File: config.mk
export PLATFORM = sky130hd
export DESIGN_NAME = pci_agent_boot_control
export DESIGN_NICKNAME = d
export VERILOG_FILES = /design/src/logic/boot_control_pkg.sv /design/src/logic/pci_agent_boot_control.sv /design/src/logic/update_timer.sv
export VERILOG_INCLUDE_DIRS = /design/src /design/src/logic
export SDC_FILE = /design/constraint.sdc
export NUM_CORES = 1
export LEC_CHECK = 0
export BUFFER_PORTS_ARGS = -buffer_cell sky130_fd_sc_hd__buf_2
export CORE_MARGIN = 4
export CORE_UTILIZATION = 53
export DETAILED_ROUTE_END_ITERATION = 8
export HOLD_SLACK_MARGIN = 0.12
export PLACE_DENSITY = 0.94
export SLEW_MARGIN = 40
export SYNTH_ARGS = -nofsm -noshare
export SYNTH_HDL_FRONTEND = slang
export SYNTH_SLANG_ARGS = --single-unit
export TNS_END_PERCENT = 5
File: constraint.sdc
create_clock -name mclk -period 6.9 [get_ports mclk]
set_clock_uncertainty 0.05 [all_clocks]
set_input_delay 1.38 -clock mclk [delete_from_list [all_inputs] [get_ports mclk]]
set_output_delay 1.38 -clock mclk [all_outputs]
set_load 0.1 [all_outputs]
File: src/logic/boot_control_regs.svh
`ifndef BOOT_CONTROL_REGS_SVH
`define BOOT_CONTROL_REGS_SVH

// axi4-lite register byte offsets
`define OFS_FUNCTION_CONTROL 8'h00
`define OFS_ARBITER_CONFIG 8'h04
`define OFS_BOOT_STATUS 8'h08
`define OFS_BOOT_VECTOR 8'h0C
`define OFS_IRQ_STATUS 8'h10
`define OFS_IRQ_MASK 8'h14
`define OFS_SEMAPHORE 8'h18
`define OFS_MAP_BASE 8'h1C

// function control fields
`define FUNC_CFG_ENABLE_BIT 0
// arbiter config fields
`define ARB_CORE_HOLD_OFF_BIT 0
// semaphore fields
`define SEM_CORE_READY_BIT 0
`define SEM_HOST_RELEASE_BIT 1

// interrupt status bits
`define IRQ_CORE_READY_BIT 0
`define IRQ_HOST_RELEASE_BIT 1
`define IRQ_MAP_DONE_BIT 2
`define IRQ_CORE_START_BIT 3
`define IRQ_WIDTH 4

// configuration space offset of the internal map base
`define CFG_OFS_MAP_BASE 8'h10
// inbound window onto register space, 1 Mbyte
`define MAP_WINDOW_BYTES 32'h0010_0000

// default boot vector, DDR SDRAM
`define DEFAULT_BOOT_ADDR 32'hFF80_0000

// internal map update time
`define MAP_UPDATE_MS 100
`define CLK_MHZ 125
`define MAP_UPDATE_CYCLES (`MAP_UPDATE_MS * 1000 * `CLK_MHZ)

`define AXI_OKAY 2'b00
`define AXI_SLVERR 2'b10

`endif

File: src/logic/boot_control_pkg.sv
package boot_control_pkg;
  typedef enum logic [1:0] {
    CFG_SRC_LOCAL_BUS = 2'b00,
    CFG_SRC_SERIAL = 2'b01,
    CFG_SRC_HARDCODED = 2'b10
  } cfg_source_t;

  typedef enum logic [1:0] {
    BOOT_MEM_DDR = 2'b00,
    BOOT_MEM_LOCAL = 2'b01,
    BOOT_MEM_PCI = 2'b10
  } boot_mem_t;

  typedef enum logic [1:0] {
    CFG_IDLE = 2'b00,
    CFG_RETRY = 2'b01,
    CFG_STALL = 2'b10,
    CFG_DONE = 2'b11
  } cfg_state_t;
endpackage

File: src/logic/pci_agent_boot_control.sv
`timescale 1ns/1ps
`include "boot_control_regs.svh"

// Operation
// - host config cycles accepted only once the config enable bit is set
// - while config access is locked, host config cycles get a retry
// - the core programs the internal map base itself during on-board setup
// - core signals readiness by semaphore, late enable or interrupt, then waits
// - released core boots from location chosen by boot space and rom fields
// - hardcoded reset configuration boots from 0xFF80_0000 in DDR SDRAM
// - clearing core hold-off in arbiter config starts the core
// - map base write starts a 100 ms update holding off internal writes
// - during an update, posted writes buffer until full, then the next write stalls
// - internal map base sits at config offset 0x10, written by config writes
// - map base write opens a 1 Mbyte inbound window on register space
// - after reset config access is locked unless reset source enables it
// - hardcoded reset config disables core and sets config enable bit
module pci_agent_boot_control
  import boot_control_pkg::*;
#(
  parameter int unsigned UPDATE_CYCLES = `MAP_UPDATE_CYCLES,
  parameter int unsigned POST_DEPTH = 4,
  parameter logic [31:0] LOCAL_BOOT_ADDR = 32'hFFF0_0000,
  parameter logic [31:0] PCI_BOOT_ADDR = 32'h0000_0100
) (
  input wire logic mclk,
  input wire logic reset_n,
  input wire logic [1:0] cfg_source,
  input wire logic cfg_core_hold_off,
  input wire logic cfg_access_enable,
  input wire logic [1:0] boot_memory_space,
  input wire logic boot_rom_location,
  input wire logic cfg_req,
  input wire logic cfg_write,
  input wire logic [7:0] cfg_offset,
  input wire logic [31:0] cfg_wdata,
  output logic cfg_ack,
  output logic cfg_retry,
  output logic [31:0] cfg_rdata,
  input wire logic [31:0] post_addr,
  input wire logic post_valid,
  output logic post_ready,
  output logic win_hit,
  output logic core_run,
  output logic [31:0] boot_vector,
  output logic [1:0] boot_device,
  output logic host_intr,
  output logic irq,
  input wire logic [7:0] awaddr,
  input wire logic awvalid,
  output logic awready,
  input wire logic [31:0] wdata,
  input wire logic [3:0] wstrb,
  input wire logic wvalid,
  output logic wready,
  output logic [1:0] bresp,
  output logic bvalid,
  input wire logic bready,
  input wire logic [7:0] araddr,
  input wire logic arvalid,
  output logic arready,
  output logic [31:0] rdata,
  output logic [1:0] rresp,
  output logic rvalid,
  input wire logic rready
);
  localparam int unsigned PW = $clog2(POST_DEPTH + 1);
  logic cfg_enable_reg;
  logic core_hold_off_reg;
  logic [31:0] map_base_reg;
  logic [31:0] boot_vector_reg;
  logic [1:0] boot_device_reg;
  logic strap_taken_reg;
  logic [1:0] sem_reg;
  logic [`IRQ_WIDTH-1:0] irq_status_reg;
  logic [`IRQ_WIDTH-1:0] irq_mask_reg;
  logic [`IRQ_WIDTH-1:0] irq_event;
  logic [PW-1:0] post_count_reg;
  cfg_state_t cfg_state_reg;
  logic update_start;
  logic update_busy;
  logic busy_d_reg;
  logic core_run_d_reg;
  logic [7:0] aw_addr_reg;
  logic [31:0] w_data_reg;
  logic [3:0] w_strb_reg;
  logic aw_full_reg;
  logic w_full_reg;
  logic wr_go;
  logic map_hit;
  logic [31:0] cfg_read_value;
  update_timer #(
    .CYCLES(UPDATE_CYCLES)
  ) u_update_timer (
    .mclk(mclk),
    .reset_n(reset_n),
    .start(update_start),
    .busy(update_busy)
  );
  // straps are sampled once, one edge after reset release
  always_ff @(posedge mclk or negedge reset_n) begin
    if (!reset_n) begin
      strap_taken_reg <= 1'b0;
    end else begin
      strap_taken_reg <= 1'b1;
    end
  end
  wire logic strap_load = !strap_taken_reg;
  wire logic hardcoded = (cfg_source == CFG_SRC_HARDCODED);
  wire logic aw_take = awvalid && awready;
  wire logic w_take = wvalid && wready;
  assign awready = !aw_full_reg && !bvalid;
  assign wready = !w_full_reg && !bvalid;
  wire logic [7:0] wr_addr = aw_full_reg ? aw_addr_reg : awaddr;
  wire logic [31:0] wr_data = w_full_reg ? w_data_reg : wdata;
  wire logic [3:0] wr_strb = w_full_reg ? w_strb_reg : wstrb;
  assign wr_go = (aw_full_reg || aw_take) && (w_full_reg || w_take);
  wire logic wr_lane0 = wr_go && wr_strb[0];
  always_ff @(posedge mclk or negedge reset_n) begin
    if (!reset_n) begin
      aw_full_reg <= 1'b0;
      w_full_reg <= 1'b0;
      aw_addr_reg <= 8'h00;
      w_data_reg <= 32'h0000_0000;
      w_strb_reg <= 4'h0;
    end else if (wr_go) begin
      aw_full_reg <= 1'b0;
      w_full_reg <= 1'b0;
    end else begin
      if (aw_take) begin
        aw_full_reg <= 1'b1;
        aw_addr_reg <= awaddr;
      end
      if (w_take) begin
        w_full_reg <= 1'b1;
        w_data_reg <= wdata;
        w_strb_reg <= wstrb;
      end
    end
  end

  always_ff @(posedge mclk or negedge reset_n) begin
    if (!reset_n) begin
      bvalid <= 1'b0;
      bresp <= `AXI_OKAY;
    end else if (wr_go) begin
      bvalid <= 1'b1;
      bresp <= (wr_addr[7:5] == 3'h0 && wr_addr[1:0] == 2'h0) ? `AXI_OKAY : `AXI_SLVERR;
    end else if (bready) begin
      bvalid <= 1'b0;
    end
  end
  // locked out of reset unless the reset source enables it
  always_ff @(posedge mclk or negedge reset_n) begin
    if (!reset_n) begin
      cfg_enable_reg <= 1'b0;
    end else if (strap_load) begin
      cfg_enable_reg <= hardcoded || cfg_access_enable;
    end else if (wr_lane0 && wr_addr == `OFS_FUNCTION_CONTROL) begin
      cfg_enable_reg <= wr_data[`FUNC_CFG_ENABLE_BIT];
    end
  end
  // core stays held until the straps are in, so it never runs on a stale vector
  always_ff @(posedge mclk or negedge reset_n) begin
    if (!reset_n) begin
      core_hold_off_reg <= 1'b1;
    end else if (strap_load) begin
      core_hold_off_reg <= hardcoded || cfg_core_hold_off;
    end else if (wr_lane0 && wr_addr == `OFS_ARBITER_CONFIG) begin
      core_hold_off_reg <= wr_data[`ARB_CORE_HOLD_OFF_BIT];
    end
  end

  always_ff @(posedge mclk or negedge reset_n) begin
    if (!reset_n) begin
      boot_vector_reg <= `DEFAULT_BOOT_ADDR;
      boot_device_reg <= BOOT_MEM_DDR;
    end else if (strap_load) begin
      if (hardcoded) begin
        boot_vector_reg <= `DEFAULT_BOOT_ADDR;
        boot_device_reg <= BOOT_MEM_DDR;
      end else begin
        boot_device_reg <= boot_memory_space;
        unique case (boot_memory_space)
          BOOT_MEM_LOCAL: boot_vector_reg <= LOCAL_BOOT_ADDR;
          BOOT_MEM_PCI: boot_vector_reg <= PCI_BOOT_ADDR;
          default: boot_vector_reg <= boot_rom_location ? `DEFAULT_BOOT_ADDR
                                                       : 32'h0000_0100;
        endcase
      end
    end
  end
  // map base written by the core over axi or the host over config cycles
  wire logic core_map_wr = wr_lane0 && wr_addr == `OFS_MAP_BASE;
  wire logic host_map_wr = (cfg_state_reg == CFG_IDLE) && cfg_req && cfg_enable_reg
                           && cfg_write && cfg_offset == `CFG_OFS_MAP_BASE;
  assign update_start = core_map_wr || host_map_wr;

  always_ff @(posedge mclk or negedge reset_n) begin
    if (!reset_n) begin
      map_base_reg <= 32'h0000_0000;
    end else if (core_map_wr) begin
      map_base_reg <= {wr_data[31:20], 20'h0_0000};
    end else if (host_map_wr) begin
      map_base_reg <= {cfg_wdata[31:20], 20'h0_0000};
    end
  end
  assign cfg_read_value = (cfg_offset == `CFG_OFS_MAP_BASE) ? map_base_reg : 32'h0000_0000;
  wire logic map_read = !cfg_write && cfg_offset == `CFG_OFS_MAP_BASE;

  always_ff @(posedge mclk or negedge reset_n) begin
    if (!reset_n) begin
      cfg_state_reg <= CFG_IDLE;
      cfg_rdata <= 32'h0000_0000;
    end else begin
      unique case (cfg_state_reg)
        CFG_IDLE: begin
          if (cfg_req) begin
            if (!cfg_enable_reg) begin
              cfg_state_reg <= CFG_RETRY;
            end else if (map_read && update_busy) begin
              cfg_state_reg <= CFG_STALL;
            end else begin
              cfg_state_reg <= CFG_DONE;
              cfg_rdata <= cfg_read_value;
            end
          end
        end
        CFG_STALL: begin
          if (!update_busy) begin
            cfg_state_reg <= CFG_DONE;
            cfg_rdata <= map_base_reg;
          end
        end
        CFG_RETRY, CFG_DONE: cfg_state_reg <= CFG_IDLE;
      endcase
    end
  end
  assign cfg_ack = (cfg_state_reg == CFG_DONE);
  assign cfg_retry = (cfg_state_reg == CFG_RETRY);
  // posted writes fill the buffer during the update, then the source stalls
  assign win_hit = post_addr[31:20] == map_base_reg[31:20];
  assign post_ready = !update_busy || (post_count_reg != PW'(POST_DEPTH));
  assign map_hit = post_valid && post_ready;

  always_ff @(posedge mclk or negedge reset_n) begin
    if (!reset_n) begin
      post_count_reg <= '0;
    end else if (!update_busy) begin
      post_count_reg <= '0;
    end else if (map_hit) begin
      post_count_reg <= post_count_reg + PW'(1);
    end
  end

  always_ff @(posedge mclk or negedge reset_n) begin
    if (!reset_n) begin
      sem_reg <= 2'b00;
    end else if (wr_lane0 && wr_addr == `OFS_SEMAPHORE) begin
      sem_reg <= wr_data[1:0];
    end
  end
  assign host_intr = sem_reg[`SEM_CORE_READY_BIT];
  always_ff @(posedge mclk or negedge reset_n) begin
    if (!reset_n) begin
      busy_d_reg <= 1'b0;
      core_run_d_reg <= 1'b0;
    end else begin
      busy_d_reg <= update_busy;
      core_run_d_reg <= core_run;
    end
  end
  assign core_run = strap_taken_reg && !core_hold_off_reg;
  assign boot_vector = boot_vector_reg;
  assign boot_device = boot_device_reg;
  always_comb begin
    irq_event = '0;
    irq_event[`IRQ_CORE_READY_BIT] = wr_go && wr_strb[0] && wr_addr == `OFS_SEMAPHORE
                                     && wr_data[`SEM_CORE_READY_BIT];
    irq_event[`IRQ_HOST_RELEASE_BIT] = wr_go && wr_strb[0] && wr_addr == `OFS_SEMAPHORE
                                       && wr_data[`SEM_HOST_RELEASE_BIT];
    irq_event[`IRQ_MAP_DONE_BIT] = busy_d_reg && !update_busy;
    irq_event[`IRQ_CORE_START_BIT] = core_run && !core_run_d_reg;
  end
  // a new event wins over a write-one clear in the same cycle
  always_ff @(posedge mclk or negedge reset_n) begin
    if (!reset_n) begin
      irq_status_reg <= '0;
    end else begin
      irq_status_reg <= (irq_status_reg & ~((wr_lane0 && wr_addr == `OFS_IRQ_STATUS)
                        ? wr_data[`IRQ_WIDTH-1:0] : '0)) | irq_event;
    end
  end

  always_ff @(posedge mclk or negedge reset_n) begin
    if (!reset_n) begin
      irq_mask_reg <= '0;
    end else if (wr_lane0 && wr_addr == `OFS_IRQ_MASK) begin
      irq_mask_reg <= wr_data[`IRQ_WIDTH-1:0];
    end
  end
  assign irq = |(irq_status_reg & irq_mask_reg);
  assign arready = !rvalid;
  always_ff @(posedge mclk or negedge reset_n) begin
    if (!reset_n) begin
      rvalid <= 1'b0;
      rdata <= 32'h0000_0000;
      rresp <= `AXI_OKAY;
    end else if (arvalid && arready) begin
      rvalid <= 1'b1;
      rresp <= `AXI_OKAY;
      unique case (araddr)
        `OFS_FUNCTION_CONTROL: rdata <= {31'h0, cfg_enable_reg};
        `OFS_ARBITER_CONFIG: rdata <= {31'h0, core_hold_off_reg};
        `OFS_BOOT_STATUS: rdata <= {26'h0, boot_device_reg, post_count_reg == PW'(POST_DEPTH),
                                    update_busy, core_run, cfg_enable_reg};
        `OFS_BOOT_VECTOR: rdata <= boot_vector_reg;
        `OFS_IRQ_STATUS: rdata <= {28'h0, irq_status_reg};
        `OFS_IRQ_MASK: rdata <= {28'h0, irq_mask_reg};
        `OFS_SEMAPHORE: rdata <= {30'h0, sem_reg};
        `OFS_MAP_BASE: rdata <= map_base_reg;
        default: begin
          rdata <= 32'h0000_0000;
          rresp <= `AXI_SLVERR;
        end
      endcase
    end else if (rready) begin
      rvalid <= 1'b0;
    end
  end
  locked_retry_a: assert property (@(posedge mclk) disable iff (!reset_n)
    (cfg_state_reg == CFG_IDLE && cfg_req && !cfg_enable_reg) |=> cfg_retry && !cfg_ack)
    else $error("locked config cycle not retried");
  enabled_ack_a: assert property (@(posedge mclk) disable iff (!reset_n)
    cfg_ack |-> $past(cfg_enable_reg, 1) || $past(cfg_state_reg, 1) == CFG_STALL)
    else $error("config cycle acked while locked");
  hold_run_a: assert property (@(posedge mclk) disable iff (!reset_n)
    core_run |-> !core_hold_off_reg && strap_taken_reg)
    else $error("core runs while held off");
  map_busy_a: assert property (@(posedge mclk) disable iff (!reset_n)
    update_start |=> update_busy [*8])
    else $error("map update ended too early");
  post_stall_a: assert property (@(posedge mclk) disable iff (!reset_n)
    (update_busy && post_count_reg == PW'(POST_DEPTH)) |-> !post_ready)
    else $error("posted write accepted past buffer depth");
  read_barrier_a: assert property (@(posedge mclk) disable iff (!reset_n)
    (cfg_state_reg == CFG_STALL && update_busy) |=> !cfg_ack)
    else $error("map read completed during update");
  hard_boot_a: assert property (@(posedge mclk) disable iff (!reset_n)
    (strap_load && hardcoded) |=> boot_vector == `DEFAULT_BOOT_ADDR
      && cfg_enable_reg && !core_run)
    else $error("hardcoded reset config misapplied");
  lock_reset_a: assert property (@(posedge mclk) disable iff (!reset_n)
    (strap_load && !hardcoded && !cfg_access_enable) |=> !cfg_enable_reg)
    else $error("config access open out of reset");
  map_offset_a: assert property (@(posedge mclk) disable iff (!reset_n)
    host_map_wr |=> map_base_reg[31:20] == $past(cfg_wdata[31:20], 1)
      && map_base_reg[19:0] == 20'h0)
    else $error("map base not written at its offset");
endmodule

File: src/logic/update_timer.sv
`timescale 1ns/1ps
`include "boot_control_regs.svh"

// counts a fixed busy period from a one-cycle start pulse
module update_timer #(
  parameter int unsigned CYCLES = 100
) (
  input wire logic mclk,
  input wire logic reset_n,
  input wire logic start,
  output logic busy
);
  localparam int unsigned CW = $clog2(CYCLES + 1);
  logic [CW-1:0] count_reg;

  // a restart during the busy period lengthens it to a full period
  always_ff @(posedge mclk or negedge reset_n) begin
    if (!reset_n) begin
      count_reg <= '0;
    end else if (start) begin
      count_reg <= CW'(CYCLES);
    end else if (count_reg != '0) begin
      count_reg <= count_reg - CW'(1);
    end
  end

  assign busy = (count_reg != '0);
endmodule

==> flow_summary_export.csv <==
group,metric,value,unit
outcome,status,"completed",
setup_path,crit_type,"flop to primary output",
route,drtIter0Drc,429,
placement,pre_cts_ws,2.90,ns
timing,timing.hold.ws,0.419,ns
min_path,min_path_type,"flop to flop",
flow_run,cap_viol_max_count,0,
global_routing,overflow,0,
timing,min_period,4.46,ns
setup_path,end_kind,"primary output",
synthesis,yosysMostFrequentCell,"dfrtp_1",
clock_network,clkLatencyLatePin,0.41,ns
pwr,p_per_area,371,nW/um2
timing,max_freq,224,MHz
clock_network,cts.repair.resized,0,
timing,setup_slack,2.44,ns
clock_network,clk_path_buf_depth,2,
layout,layout.nets,910,
placement,gp_congestion,0.901,
timing,hold_viol_final,0,
synthesis,synth_area,6520,um2
layout,nFillCells,885,
layout,largest_reg_flops,24,
setup_path,crit_buf_inv,1,
global_routing,antenna_found_initial,0,
setup_path,cp_cell_sequence,"or4_1 -> or3_1 -> or3_1 -> nand3_1 -> buf_2",
layout,final_area,7700,um2
setup_path,cp_max_fo,9,
timing,rsz0062_at_grt,"false",
route,routedWlPerCell,17.7,um
synthesis,yosysWarnings,0,
timing,worstMarginPinSlew,0.728,ns
timing,drv_slew,0,
global_routing,grtUsageTotal,22.3,%
global_routing,grt_max_degree,77,
clock_network,cts_tree,"built",
setup_path,start_kind,"flop",
synthesis,synth.top_cell.area_share,46.4,%
setup_path,cpMostUsedCell,"or3_1",
placement,placed_cell_area,7060,um2
setup_path,critPathTopFamily,"simple AND/OR/NAND/NOR gates",
synthesis,synth_edf_count,0,
setup_path,cp.arrival,3.03,ns
synthesis,synth_top_cell_by_area,"dfrtp_1",
floorplanning,fp.dieH,119,um
global_routing,grt_pass1_vias,5095,
route,vias_per_cell,5.73,
global_routing,grt_first_pass_wirelength,25300,um
layout,multi_input_area,3010,um2
floorplanning,io_pins,255,
timing,maxSlewHeadroom,51.1,%
pwr,ir_worst_vdd,0.449,mV
layout,layout-drive-gt1-share,29.1,%
synthesis,seq_area_frac_synth,47.3,%
layout,register_area,3080,um2
route,wirelength,16300,um
pwr,power.total,2.86,mW
route,postRouteAntennaNets,0,
clock_network,post-cts-setup-buffers,0,
pwr,p_leak,3.55,nW
timing,tns,0,ns
timing,fin_crit_sh,64.6,%
synthesis,ys_seq_elements,123,
synthesis,syn_avg_cell_area,10.2,um2
synthesis,synth_cells,640,
clock_network,clk_pin_slew,0.06,ns
clock_network,cts_hold_buf,0,
setup_path,cp.required,5.47,ns
clock_network,h-tree-depth,4,
layout,area_growth,18.2,%
route,via_count,5295,
floorplanning,rows,40,
synthesis,synth_area_leaders,"dfrtp_1 46%, buf_4 7.4%, mux2_2 5.4%",
synthesis,synth_common_cells,"121 x dfrtp_1, 64 x buf_4, 39 x nand2_1",
clock_network,cts_sinks,123,
placement,io_buffers,141,
floorplanning,start_util,54.3,%
synthesis,ys.flop_type,"dfrtp_1",
setup_path,critPathSlowestCell,"or4_1",
floorplanning,die-area,14100,um2
synthesis,ys_types,59,
layout,antenna_cells,0,
setup_path,critPathMaxStageDelay,0.59,ns
route,drtPass1Iterations,5,
synthesis,synthArstFlopShare,100,%
clock_network,cts_buffers,17,
timing,setup_viol,0,
floorplanning,dieWidth,119,um
placement,detailed_place_hpwl,11100,um
clock_network,cts_root_buf,"clkbuf_16",
floorplanning,core,12000,um2
route,drc,0,
==> layer usage <==
metal	vias to the layer above	wire, um	GRT usage (%)	share of wire, %
met5	-	0	0	0
met4	0	526	9.92	3.2
met2	281	7920	36.6	49
met1	2558	6600	28.6	40
li1	2406	-	-	-
met3	50	1270	4.94	7.8
==> report_power, final <==
part	internal [mW]	switching (mW)
Combinational	0.272	0.627
Clock	0.589	0.329
Sequential	0.874	0.170
==> logic make-up after synthesis <==
| kind of cell | share of synthesized area, % |
|---|---|
| other | 0.115 |
| AOI/OAI and AO/OA | 14.0 |
| muxes | 9.12 |
| adders and majority gates | 0.960 |
| buffers and inverters | 10.3 |
| xor gates and xnor gates | 3.36 |
| and+or+nand+nor | 15.0 |
| DFF | 47.3 |
==> cell usage in the layout (no fill, tap or decap), types with 5 or more instances in the layout <==
cell type    n
a22o_1      17
a211oi_1    13
nand2b_1     7
nand2_1     38
mux2i_1     23
ha_1         5
xnor2_1     20
nor3_1      16
nand3_1     13
or4_1        5
inv_1       21
o21ai_0     36
dfrtp_1    120
and2_1      13
conb_1      55
nor3b_1      6
or3_1       16
xor2_1       5
nor4_1       7
buf_2      140
nor2b_1      7
mux2_2      31
clkbuf_16   17
o211ai_1     5
a21oi_1     33
nor2_1      29
==> metrics by stage <==
step / utilization, % / cells
detailed placement: 58.8 / 891
CTS: 64.0 / 923
global placement: 58.6 / 891
global route: 64.1 / 924
floorplan: - / 693
finish: 64.1 / 924
==> worst min-delay path, cell delays in order, from the launching register on <==
cell     delay [ns]
dfrtp_1        0.33
nand2_1        0.04
o21ai_0        0.05
==> layout make-up <==
cell class              instances  share of cell area, %
inverters                      21                   1.02
multi-input cells             457                   39.0
well taps                     147                   2.39
clock inverters                13                   2.14
repair buffers                144                   9.53
flip-flops and latches        123                   40.0
clock buffers                  19                   5.88
==> worst paths after layout <==
kind / startpoint / endpoint / slack (ns) / cells past startpoint
max in group asynchronous: reset_n / w_full_reg$_DFFE_PN0P_ / 4.74 / 2
worst max-delay path: u_update_timer.count_reg[14]$_DFFE_PN0P_ / post_ready / 2.44 / 5
min in group asynchronous: reset_n / rdata[27]$_DFFE_PN0P_ / 0.93 / 1
worst min register to register: rdata[20]$_DFFE_PN0P_ / rdata[20]$_DFFE_PN0P_ / 0.42 / 2
worst min-delay path: rdata[20]$_DFFE_PN0P_ / rdata[20]$_DFFE_PN0P_ / 0.42 / 2
worst max register to register: aw_full_reg$_DFFE_PN0P_ / irq_mask_reg[1]$_DFFE_PN0P_ / 3.98 / 5
Power figures use the tool's default switching activity.
